## config.mk

```make
export PLATFORM = sky130hd
export DESIGN_NAME = pllsd_top
export DESIGN_NICKNAME = d
export VERILOG_FILES = /design/src/hw/pllsd_pkg.sv /design/src/hw/pllsd_top.sv
export SDC_FILE = /design/constraint.sdc
export NUM_CORES = 1
export LEC_CHECK = 0
export BUFFER_PORTS_ARGS = -buffer_cell sky130_fd_sc_hd__buf_2
export CAP_MARGIN = 20
export CORE_ASPECT_RATIO = 0.9
export CORE_MARGIN = 5
export CORE_UTILIZATION = 31
export CTS_BUF_LIST = sky130_fd_sc_hd__clkbuf_4 sky130_fd_sc_hd__clkbuf_8
export DETAILED_ROUTE_END_ITERATION = 7
export SYNTH_ARGS = -nofsm -noshare
export SYNTH_HDL_FRONTEND = slang
export SYNTH_SLANG_ARGS = --single-unit
```

## constraint.sdc

```tcl
create_clock -name mclk -period 9 [get_ports mclk]
set_clock_uncertainty 0.1 [all_clocks]
set_input_delay 0 -clock mclk [delete_from_list [all_inputs] [get_ports mclk]]
set_output_delay 0 -clock mclk [all_outputs]
set_load 0.03 [all_outputs]
```

## src/hw/pllsd_pkg.sv

```systemverilog
/*
 Package for the serial-programmed PLL divider block: field layout of the
 two latches, frame lengths and counter limits.
 Assumes nothing beyond a SystemVerilog compiler.
*/
package pllsd_pkg;
   localparam int REF_CNT_W   = 14;   // Reference count width
   localparam int REF_LATCH_W = 15;   // Count plus prescaler select
   localparam int SWAL_W      = 7;    // Swallow count width
   localparam int PROG_W      = 11;   // Programmable count width
   localparam int MAIN_LATCH_W = 18;  // Swallow plus programmable
   localparam int SHIFT_W     = 19;   // Longest frame
   localparam int REF_FRAME_BITS  = 16;
   localparam int MAIN_FRAME_BITS = 19;
   localparam int PRESCALE_M  = 128;  // Dual-modulus base ratio
   localparam int SWAL_LSB    = 0;    // Field position of swallow bits
   localparam int PROG_LSB    = 7;    // Field position of programmable bits
   localparam int PSEL_POS    = 14;   // Prescaler select in reference latch
   localparam logic [REF_LATCH_W-1:0]  REF_LATCH_RST  = 15'h0008;
   localparam logic [MAIN_LATCH_W-1:0] MAIN_LATCH_RST = 18'h00800;
   localparam int LOCK_WIN    = 2;    // Phase error window in cycles
endpackage

```

## src/hw/pllsd_top.sv

```systemverilog
/*
 Serial programming port, reference and main dividers, phase compare and
 switch control of a PLL synthesizer, all on one system clock mclk.
 Assumes serial pins, power save and polarity come asynchronous and are
 synchronised here; oscillator and VCO inputs likewise pass two flops and
 are edge-detected on mclk. Charge pump is modelled as up/down drives.
*/
`timescale 1ns/1ps
module pllsd_top (
   input  wire logic                             mclk,
   input  wire logic                             rst,
   input  wire logic                             serial_clk,
   input  wire logic                             serial_data,
   input  wire logic                             load_strobe,
   input  wire logic                             phase_polarity_select,
   input  wire logic                             power_save_input,
   input  wire logic                             oscillator_input,
   input  wire logic                             vco_input,
   output logic                                  lock_indicator,
   output logic                                  pump_out,
   output logic                                  pump_oe,
   output logic                                  fast_lock_switch_out,
   output logic                                  fast_lock_switch_oe,
   output logic                                  test_monitor_out,
   output logic                                  ref_pulse,
   output logic                                  main_pulse,
   output logic [pllsd_pkg::REF_LATCH_W-1:0]     reference_divider_latch,
   output logic [pllsd_pkg::MAIN_LATCH_W-1:0]    main_divider_latch
);
   import pllsd_pkg::*;

   // Two-flop synchronisers; first stage read only by second
   logic [5:0] sync1, sync2;
   logic       sclk_d;
   always_ff @(posedge mclk or posedge rst) begin
      if (rst) begin
         sync1  <= 6'h00;
         sync2  <= 6'h00;
         sclk_d <= 1'b0;
      end else begin
         sync1  <= {vco_input, oscillator_input, power_save_input,
                    phase_polarity_select, load_strobe, serial_clk};
         sync2  <= sync1;
         sclk_d <= sync2[0];
      end
   end
   logic s_clk, s_le, s_pol, s_run, s_osc, s_vco;
   assign s_clk = sync2[0];
   assign s_le  = sync2[1];
   assign s_pol = sync2[2];
   assign s_run = sync2[3];
   assign s_osc = sync2[4];
   assign s_vco = sync2[5];
   // Data sampled after same two-flop delay as clock keeps them aligned
   logic d1, d2;
   always_ff @(posedge mclk or posedge rst) begin
      if (rst) begin
         d1 <= 1'b0;
         d2 <= 1'b0;
      end else begin
         d1 <= serial_data;
         d2 <= d1;
      end
   end
   logic sclk_rise;
   assign sclk_rise = s_clk & ~sclk_d;

   // Shift register and latches
   logic [SHIFT_W-1:0]      shreg, next_shreg;
   logic [REF_LATCH_W-1:0]  next_ref;
   logic [MAIN_LATCH_W-1:0] next_main;
   always_comb begin
      next_shreg = shreg;
      next_ref   = reference_divider_latch;
      next_main  = main_divider_latch;
      if (sclk_rise)
         next_shreg = {shreg[SHIFT_W-2:0], d2};
      if (s_le) begin
         if (shreg[0])
            // Select bit sits just above the count in the latch
            next_ref = {shreg[1], shreg[REF_FRAME_BITS-1:2]};
         else
            next_main = shreg[MAIN_FRAME_BITS-1:1];
      end
   end
   always_ff @(posedge mclk or posedge rst) begin
      if (rst) begin
         shreg                   <= '0;
         reference_divider_latch <= REF_LATCH_RST;
         main_divider_latch      <= MAIN_LATCH_RST;
      end else begin
         shreg                   <= next_shreg;
         reference_divider_latch <= next_ref;
         main_divider_latch      <= next_main;
      end
   end

   // Field extraction
   logic [REF_CNT_W-1:0] ref_cnt;
   logic [SWAL_W-1:0]    swal_cnt;
   logic [PROG_W-1:0]    prog_cnt;
   assign ref_cnt  = reference_divider_latch[REF_CNT_W-1:0];
   assign swal_cnt = main_divider_latch[SWAL_LSB +: SWAL_W];
   assign prog_cnt = main_divider_latch[PROG_LSB +: PROG_W];

   // Divider counters; standby holds them reset so phases restart aligned
   logic [REF_CNT_W-1:0] rcnt, next_rcnt;
   logic [PROG_W-1:0]    ncnt, next_ncnt;
   logic [SWAL_W-1:0]    acnt, next_acnt;
   logic [7:0]           pcnt, next_pcnt;
   logic                 osc_d, vco_d, next_fr, next_fp;
   logic                 osc_rise, vco_rise, pre_tick;
   assign osc_rise = s_osc & ~osc_d;
   assign vco_rise = s_vco & ~vco_d;
   // Prescaler ratio 129 while swallow count remains, else 128
   assign pre_tick = vco_rise &&
                     (pcnt == ((acnt != 0) ? 8'(PRESCALE_M) : 8'(PRESCALE_M - 1)));
   always_comb begin
      next_rcnt = rcnt;
      next_ncnt = ncnt;
      next_acnt = acnt;
      next_pcnt = pcnt;
      next_fr   = 1'b0;
      next_fp   = 1'b0;
      if (!s_run) begin
         next_rcnt = '0;
         next_ncnt = '0;
         next_acnt = swal_cnt;
         next_pcnt = '0;
      end else begin
         if (osc_rise) begin
            if (rcnt >= ref_cnt - 14'h0001) begin
               next_rcnt = '0;
               next_fr   = 1'b1;
            end else
               next_rcnt = rcnt + 14'h0001;
         end
         if (vco_rise)
            next_pcnt = pre_tick ? 8'h00 : pcnt + 8'h01;
         if (pre_tick) begin
            if (acnt != 0)
               next_acnt = acnt - 7'h01;
            if (ncnt >= prog_cnt - 11'h001) begin
               next_ncnt = '0;
               next_acnt = swal_cnt;
               next_fp   = 1'b1;
            end else
               next_ncnt = ncnt + 11'h001;
         end
      end
   end
   always_ff @(posedge mclk or posedge rst) begin
      if (rst) begin
         rcnt       <= '0;
         ncnt       <= '0;
         acnt       <= '0;
         pcnt       <= '0;
         osc_d      <= 1'b0;
         vco_d      <= 1'b0;
         ref_pulse  <= 1'b0;
         main_pulse <= 1'b0;
      end else begin
         rcnt       <= next_rcnt;
         ncnt       <= next_ncnt;
         acnt       <= next_acnt;
         pcnt       <= next_pcnt;
         osc_d      <= s_osc;
         vco_d      <= s_vco;
         ref_pulse  <= next_fr;
         main_pulse <= next_fp;
      end
   end

   // Phase comparator: up when reference leads, down when main leads
   logic up, dn, next_up, next_dn;
   logic [3:0] err_len, next_err_len;
   logic next_lock, next_mon;
   always_comb begin
      next_up = up;
      next_dn = dn;
      if (ref_pulse) next_up = 1'b1;
      if (main_pulse) next_dn = 1'b1;
      if (next_up && next_dn) begin
         next_up = 1'b0;
         next_dn = 1'b0;
      end
      next_err_len = (up | dn) ? ((err_len == 4'hF) ? err_len : err_len + 4'h1) : 4'h0;
      // Short error pulses count as locked; standby reports locked
      next_lock = !s_run || (err_len <= 4'(LOCK_WIN));
      next_mon  = s_pol ? ref_pulse : main_pulse;
   end
   always_ff @(posedge mclk or posedge rst) begin
      if (rst) begin
         up               <= 1'b0;
         dn               <= 1'b0;
         err_len          <= 4'h0;
         lock_indicator   <= 1'b1;
         test_monitor_out <= 1'b0;
      end else begin
         up               <= next_up;
         dn               <= next_dn;
         err_len          <= next_err_len;
         lock_indicator   <= next_lock;
         test_monitor_out <= next_mon;
      end
   end

   // Charge pump: polarity low swaps sense; floats when idle or standby
   assign pump_out            = s_pol ? up : dn;
   assign pump_oe             = s_run & (up ^ dn);
   assign fast_lock_switch_out = pump_out;
   assign fast_lock_switch_oe  = s_le & pump_oe;
endmodule

```

After elaboration in Yosys (flattened, before gate mapping) --
Index checks and enable logic that the tools add are counted.
Word-level totals: register bits after elaboration 119, latch bits 0, RAM bits 0, bits in read-only memories 0, output and inout port bits 41, memories kept 0
Cells by class: add/subtract/negate cells 7, multiply operators 0, divide/modulo/power cells 0, order comparisons 3, equal/unequal tests 7, shifts and indexed selects 0, mux-type cells 28, bitwise gates (word level) 11, reductions and logical operators 8
Operators with widths (count):
- 14-bit 2-to-1 mux | 3
- 11-bit 2-to-1 mux | 3
- 8-bit 2-to-1 mux | 4
- 7-bit 2-to-1 mux | 4
- 14-bit by 1-bit adder with 14-bit output (second input constant) | 1
- 14-bit >= comparator | 1
- 14-bit by 1-bit subtractor with 14-bit output (second input constant) | 1
- 1-bit 2-to-1 mux | 12
- 11-bit by 1-bit adder with 11-bit output (second input constant) | 1
- 11-bit >= comparator | 1
- 11-bit by 1-bit subtractor with 11-bit output (second input constant) | 1
- 8-bit by 1-bit adder with 8-bit output (second input constant) | 1
- 8-bit == test | 1
- 4-bit 2-to-1 mux | 2
- 7-bit nonzero test | 1
- 7-bit by 1-bit subtractor with 7-bit output (second input constant) | 1
- 2-bit by 1-bit inequality test with 1-bit output (second input constant) | 3
- 2-bit AND reduction | 3
- 1-bit bitwise AND | 5
- 4-bit by 1-bit adder with 4-bit output (second input constant) | 1
- 4-bit == test (second input constant) | 1
- 4-bit by 2-bit less-or-equal comparator with 1-bit output (second input constant) | 1
- 1-bit inverter | 4
- 3-bit by 1-bit inequality test with 1-bit output (second input constant) | 1
- other kinds (6) | 7

Logic depth before layout (Yosys ltp) --
word-level depth 7, depth in mapped cells 14

Worst setup path after synthesis --
Ideal clock, no wire load.
kind register to register, from register main_divider_latch[9] (netlist name), to register ncnt[2], setup time 0.078 ns, arrival 3.193 ns, data required time 8.822 ns, path slack 5.629 ns, cell stages (with the launch flop) 15, cells stage by stage dfrtp_1 > nor2_1 > nand2_1 > nor4_1 > nand3b_1 > xor2_1 > ha_1 > and3_1 > clkbuf_1 > a221oi_1 > o21ai_0 > a21oi_1 > clkbuf_1 > o21ai_0 > a21oi_1
On the way: cells in the longest elaborated chain, start to end 5
Ends and longest elaborated chain:
- from (decl) | RTL line pllsd_top.sv:28 | output logic [pllsd_pkg::MAIN_LATCH_W-1:0] main_divider_latch
- from (signal assigned) | RTL line pllsd_top.sv:94 | main_divider_latch <= next_main;
- 11-bit by 1-bit subtractor with 11-bit output | RTL line pllsd_top.sv:143 | if (ncnt >= prog_cnt - 11'h001) begin
- 11-bit >= comparator | RTL line pllsd_top.sv:143
- 11-bit 2-to-1 mux | RTL line pllsd_top.sv:143
- 11-bit 2-to-1 mux | RTL line pllsd_top.sv:140 | if (pre_tick) begin
- 11-bit 2-to-1 mux | RTL line pllsd_top.sv:125 | if (!s_run) begin
- to (signal assigned) | RTL line pllsd_top.sv:164 | ncnt <= next_ncnt;
- to (decl) | RTL line pllsd_top.sv:108 | logic [PROG_W-1:0] ncnt, next_ncnt;
Every way passes these cells. The select of a mux whose other input is x is not followed. A chain may end at the register's enable or synchronous reset.

Final worst setup path --
from register reference_divider_latch[0] (netlist name), to register rcnt[9]
On the way: cells in the longest elaborated chain, start to end 5
Ends and longest elaborated chain:
- from (decl) | RTL line pllsd_top.sv:27 | output logic [pllsd_pkg::REF_LATCH_W-1:0] reference_divider_latch,
- from (signal assigned) | RTL line pllsd_top.sv:93 | reference_divider_latch <= next_ref;
- 14-bit by 1-bit subtractor with 14-bit output | RTL line pllsd_top.sv:132 | if (rcnt >= ref_cnt - 14'h0001) begin
- 14-bit >= comparator | RTL line pllsd_top.sv:132
- 14-bit 2-to-1 mux | RTL line pllsd_top.sv:132
- 14-bit 2-to-1 mux | RTL line pllsd_top.sv:131 | if (osc_rise) begin
- 14-bit 2-to-1 mux | RTL line pllsd_top.sv:125
- to (signal assigned) | RTL line pllsd_top.sv:163 | rcnt <= next_rcnt;
- to (decl) | RTL line pllsd_top.sv:107 | logic [REF_CNT_W-1:0] rcnt, next_rcnt;
Every way passes these cells. The select of a mux whose other input is x is not followed.

==> results_dict.tcl <==
set metrics [dict create \
    crit_path_start_kind "flop" \
    die_x_microns 157 \
    start_util_pct 31.4 \
    drcViolationCount 0 \
    timing.rr.start "reference_divider_latch[0]" \
    drt_wl_total_microns 13400 \
    grt_use_met1_pct 19.3 \
    yosysWarnings 0 \
    fin_crit_ns 3.79 \
    grt_overflow_total 0 \
    reg2reg_depth 12 \
    maxCapViolations 0 \
    busiest_layer "met1" \
    place_congestion 0.768 \
    cts-htree-levels 4 \
    criticalPathCategory "reg -> reg" \
    wl_per_cell_microns 15.2 \
    dp_cells 844 \
    clkLatencyLatePin_ns 0.44 \
    ant_nets 0 \
    first_pass_iters 4 \
    worst-path-max-fanout 10 \
    met3_usage_pct 3.01 \
    max_freq_mhz 264 \
    rr_endpoint "rcnt[9]" \
    io_pins 50 \
    grt_max_degree 68 \
    grt_pass1_vias 4273 \
    ir_drop_mv 0.230 \
    die_h_microns 142 \
    cts.clk_slew.worst_paths_ns 0.07 \
    place.port_buffers 49 \
    vias_per_cell 4.93 \
    slew_headroom_pct 36.6 \
    via_count 4349 \
    synth_edf_count 0 \
    synth_fp_nets 601 \
    layout_common_cells "dfrtp_1 (116), mux2_2 (53), buf_2 (49)" \
    synth_cells 557 \
    async_flop_share_pct 100 \
    leakage_nw 3.16 \
    min-delay-start "serial_clk" \
    reg2reg_setup_slack_ns 5.21 \
    drive_above_1_share_pct 23.1 \
    use_met2_pct 17.8 \
    core_sq_mm 0.0192 \
    yosysSeqAreaShare_pct 49.5 \
    status "finished, final reports clean" \
    post-route-period-util_pct 42.1 \
    fin_cells 883 \
    critical_path_required_ns 9.18 \
    fillers 1912 \
    ys.flop_type "dfrtp_1" \
    final_max_slew_viol_count 0 \
    ctsResizeCount 0 \
    rsz0062_at_grt "no" \
    syn_avg_cell_area_sq_um 10.8 \
    grt_use_total_pct 12.8 \
    clockBufferDepth 2 \
    cts_root_buf "clkbuf_8" \
    min-delay-path-class "in -> reg" \
    min_path_cells 2 \
    tns_ns 0 \
    critPathCapture "rcnt[9]" \
    cts_made_buffers 17 \
    grt_pass1_wl_microns 22600 \
    final_net_count 665 \
    rows 48 \
    postCtsSetupBuffers 0 \
    hold_violations 0 \
    worstMarginPinSlew_ns 0.951 \
    cts.sinks 119 \
    dieArea_sq_mm 0.0223 \
    endpoint_kind "flop" \
    synth.distinct_cells 53 \
    drtIter0Drc 254 \
    antenna_found_initial 1 \
    diodes 0 \
    area_delta_synth_final_pct 16.2 \
    whs_ns 0.104 \
    startpoint "reference_divider_latch[0]" \
    layout_commonest_cell "dfrtp_1" \
    powerDensity_mw_per_mm2 285 \
    cts_tree "built" \
    finalSetupViolCount 0 \
    syn-cell-area_sq_mm 0.00602 \
    cp.arrival_ns 3.96 \
    detailed_place_hpwl_microns 9410 \
    synth-seq-cells 119 \
]
final cells by class:
class	count	area (sq um)	area share [%]
repair buffers	60	348	4.97
well taps	250	313	4.47
clock buffers	27	334	4.78
flip-flops and latches	119	2980	42.6
clock inverters	4	45.0	0.644
multi-input cells	406	2910	41.6
inverters	17	66.3	0.948
metrics by stage:
step           setup slack, ns  power (W)  instance area (sq um)  utilization (%)
6_report                  5.21    0.00199                   6990             36.5
5_1_grt                   4.76    0.00214                   6990             36.5
4_1_cts                   5.15    0.00202                   6990             36.5
3_5_place_dp              5.21    0.00154                   6540             34.1
3_3_place_gp              5.31    0.00152                   6540             34.1
2_1_floorplan             5.63    0.00132                   6020                -
layer usage:
metal / vias to the layer above / wire [microns]
met5: - / 0
met4: 0 / 210
met3: 17 / 748
met2: 101 / 5640
met1: 2102 / 6850
li1: 2129 / -
report_power, final:
group	switching, W	internal, W	leakage, nW
clock	0.000206	0.000264	0.204
sequential	0.000151	0.000656	1.54
combinational	0.000419	0.000300	1.42
cell usage after synthesis, types with 6 or more instances:
library cell	n	share of area, %
nand2b_1	9	0.94
o21ai_0	18	1.5
mux2_2	53	9.9
nand4_1	10	1.0
xor2_1	16	2.3
clkbuf_1	10	0.62
ha_1	35	7.3
nor2_1	43	2.7
nand3_1	30	2.5
nor3_1	19	1.6
a21oi_1	17	1.4
and3_1	6	0.62
dfrtp_1	116	48
a31oi_1	10	1.0
nor4_1	8	0.83
inv_1	17	1.1
a21o_1	6	0.75
nand2_1	40	2.5
or4_1	6	0.75
xnor2_1	20	2.9
worst min path at each step:
stage	endpoint
floorplan	d1
global placement	sync1[3]
detailed placement	sync1[3]
CTS	sync1[0]
global route	sync1[5]
finish	sync1[0]
cells by family after synthesis:
kind of cell             share of synthesized area, %
AO/OA/AOI/OAI                                    8.44
buffers and inverters                            2.20
XOR/XNOR                                         5.24
AND/OR/NAND/NOR                                  17.2
flip-flops                                       49.5
multiplexers                                     10.1
adder cells (fa/ha/maj)                          7.27
what timing repair did:
action | CTS | global route
hold buffers | 8 | 0
hold endpoints to repair | 72 | 0
endpoints found under the setup margin | 0 | 0
flip-flops by register name, indices dropped and copies added (netlist names), 6 cells and up:
name                     count
ncnt                        11
sync2                        6
shreg                       19
rcnt                        14
main_divider_latch          18
acnt                         7
sync1                        6
reference_divider_latch     15
pcnt                         8
worst max-delay path, cell delays in order (launching register included):
cell,delay [ns]
dfrtp_1,0.40
inv_1,0.09
ha_1,0.19
nand2b_1,0.09
nor4_1,0.57
nand2_1,0.13
xor2_1,0.18
ha_1,0.30
nand3_1,0.10
or3_1,0.38
o211a_1,0.29
a21oi_1,0.69
nor2_1,0.12
Power figures use the tool's default switching activity.
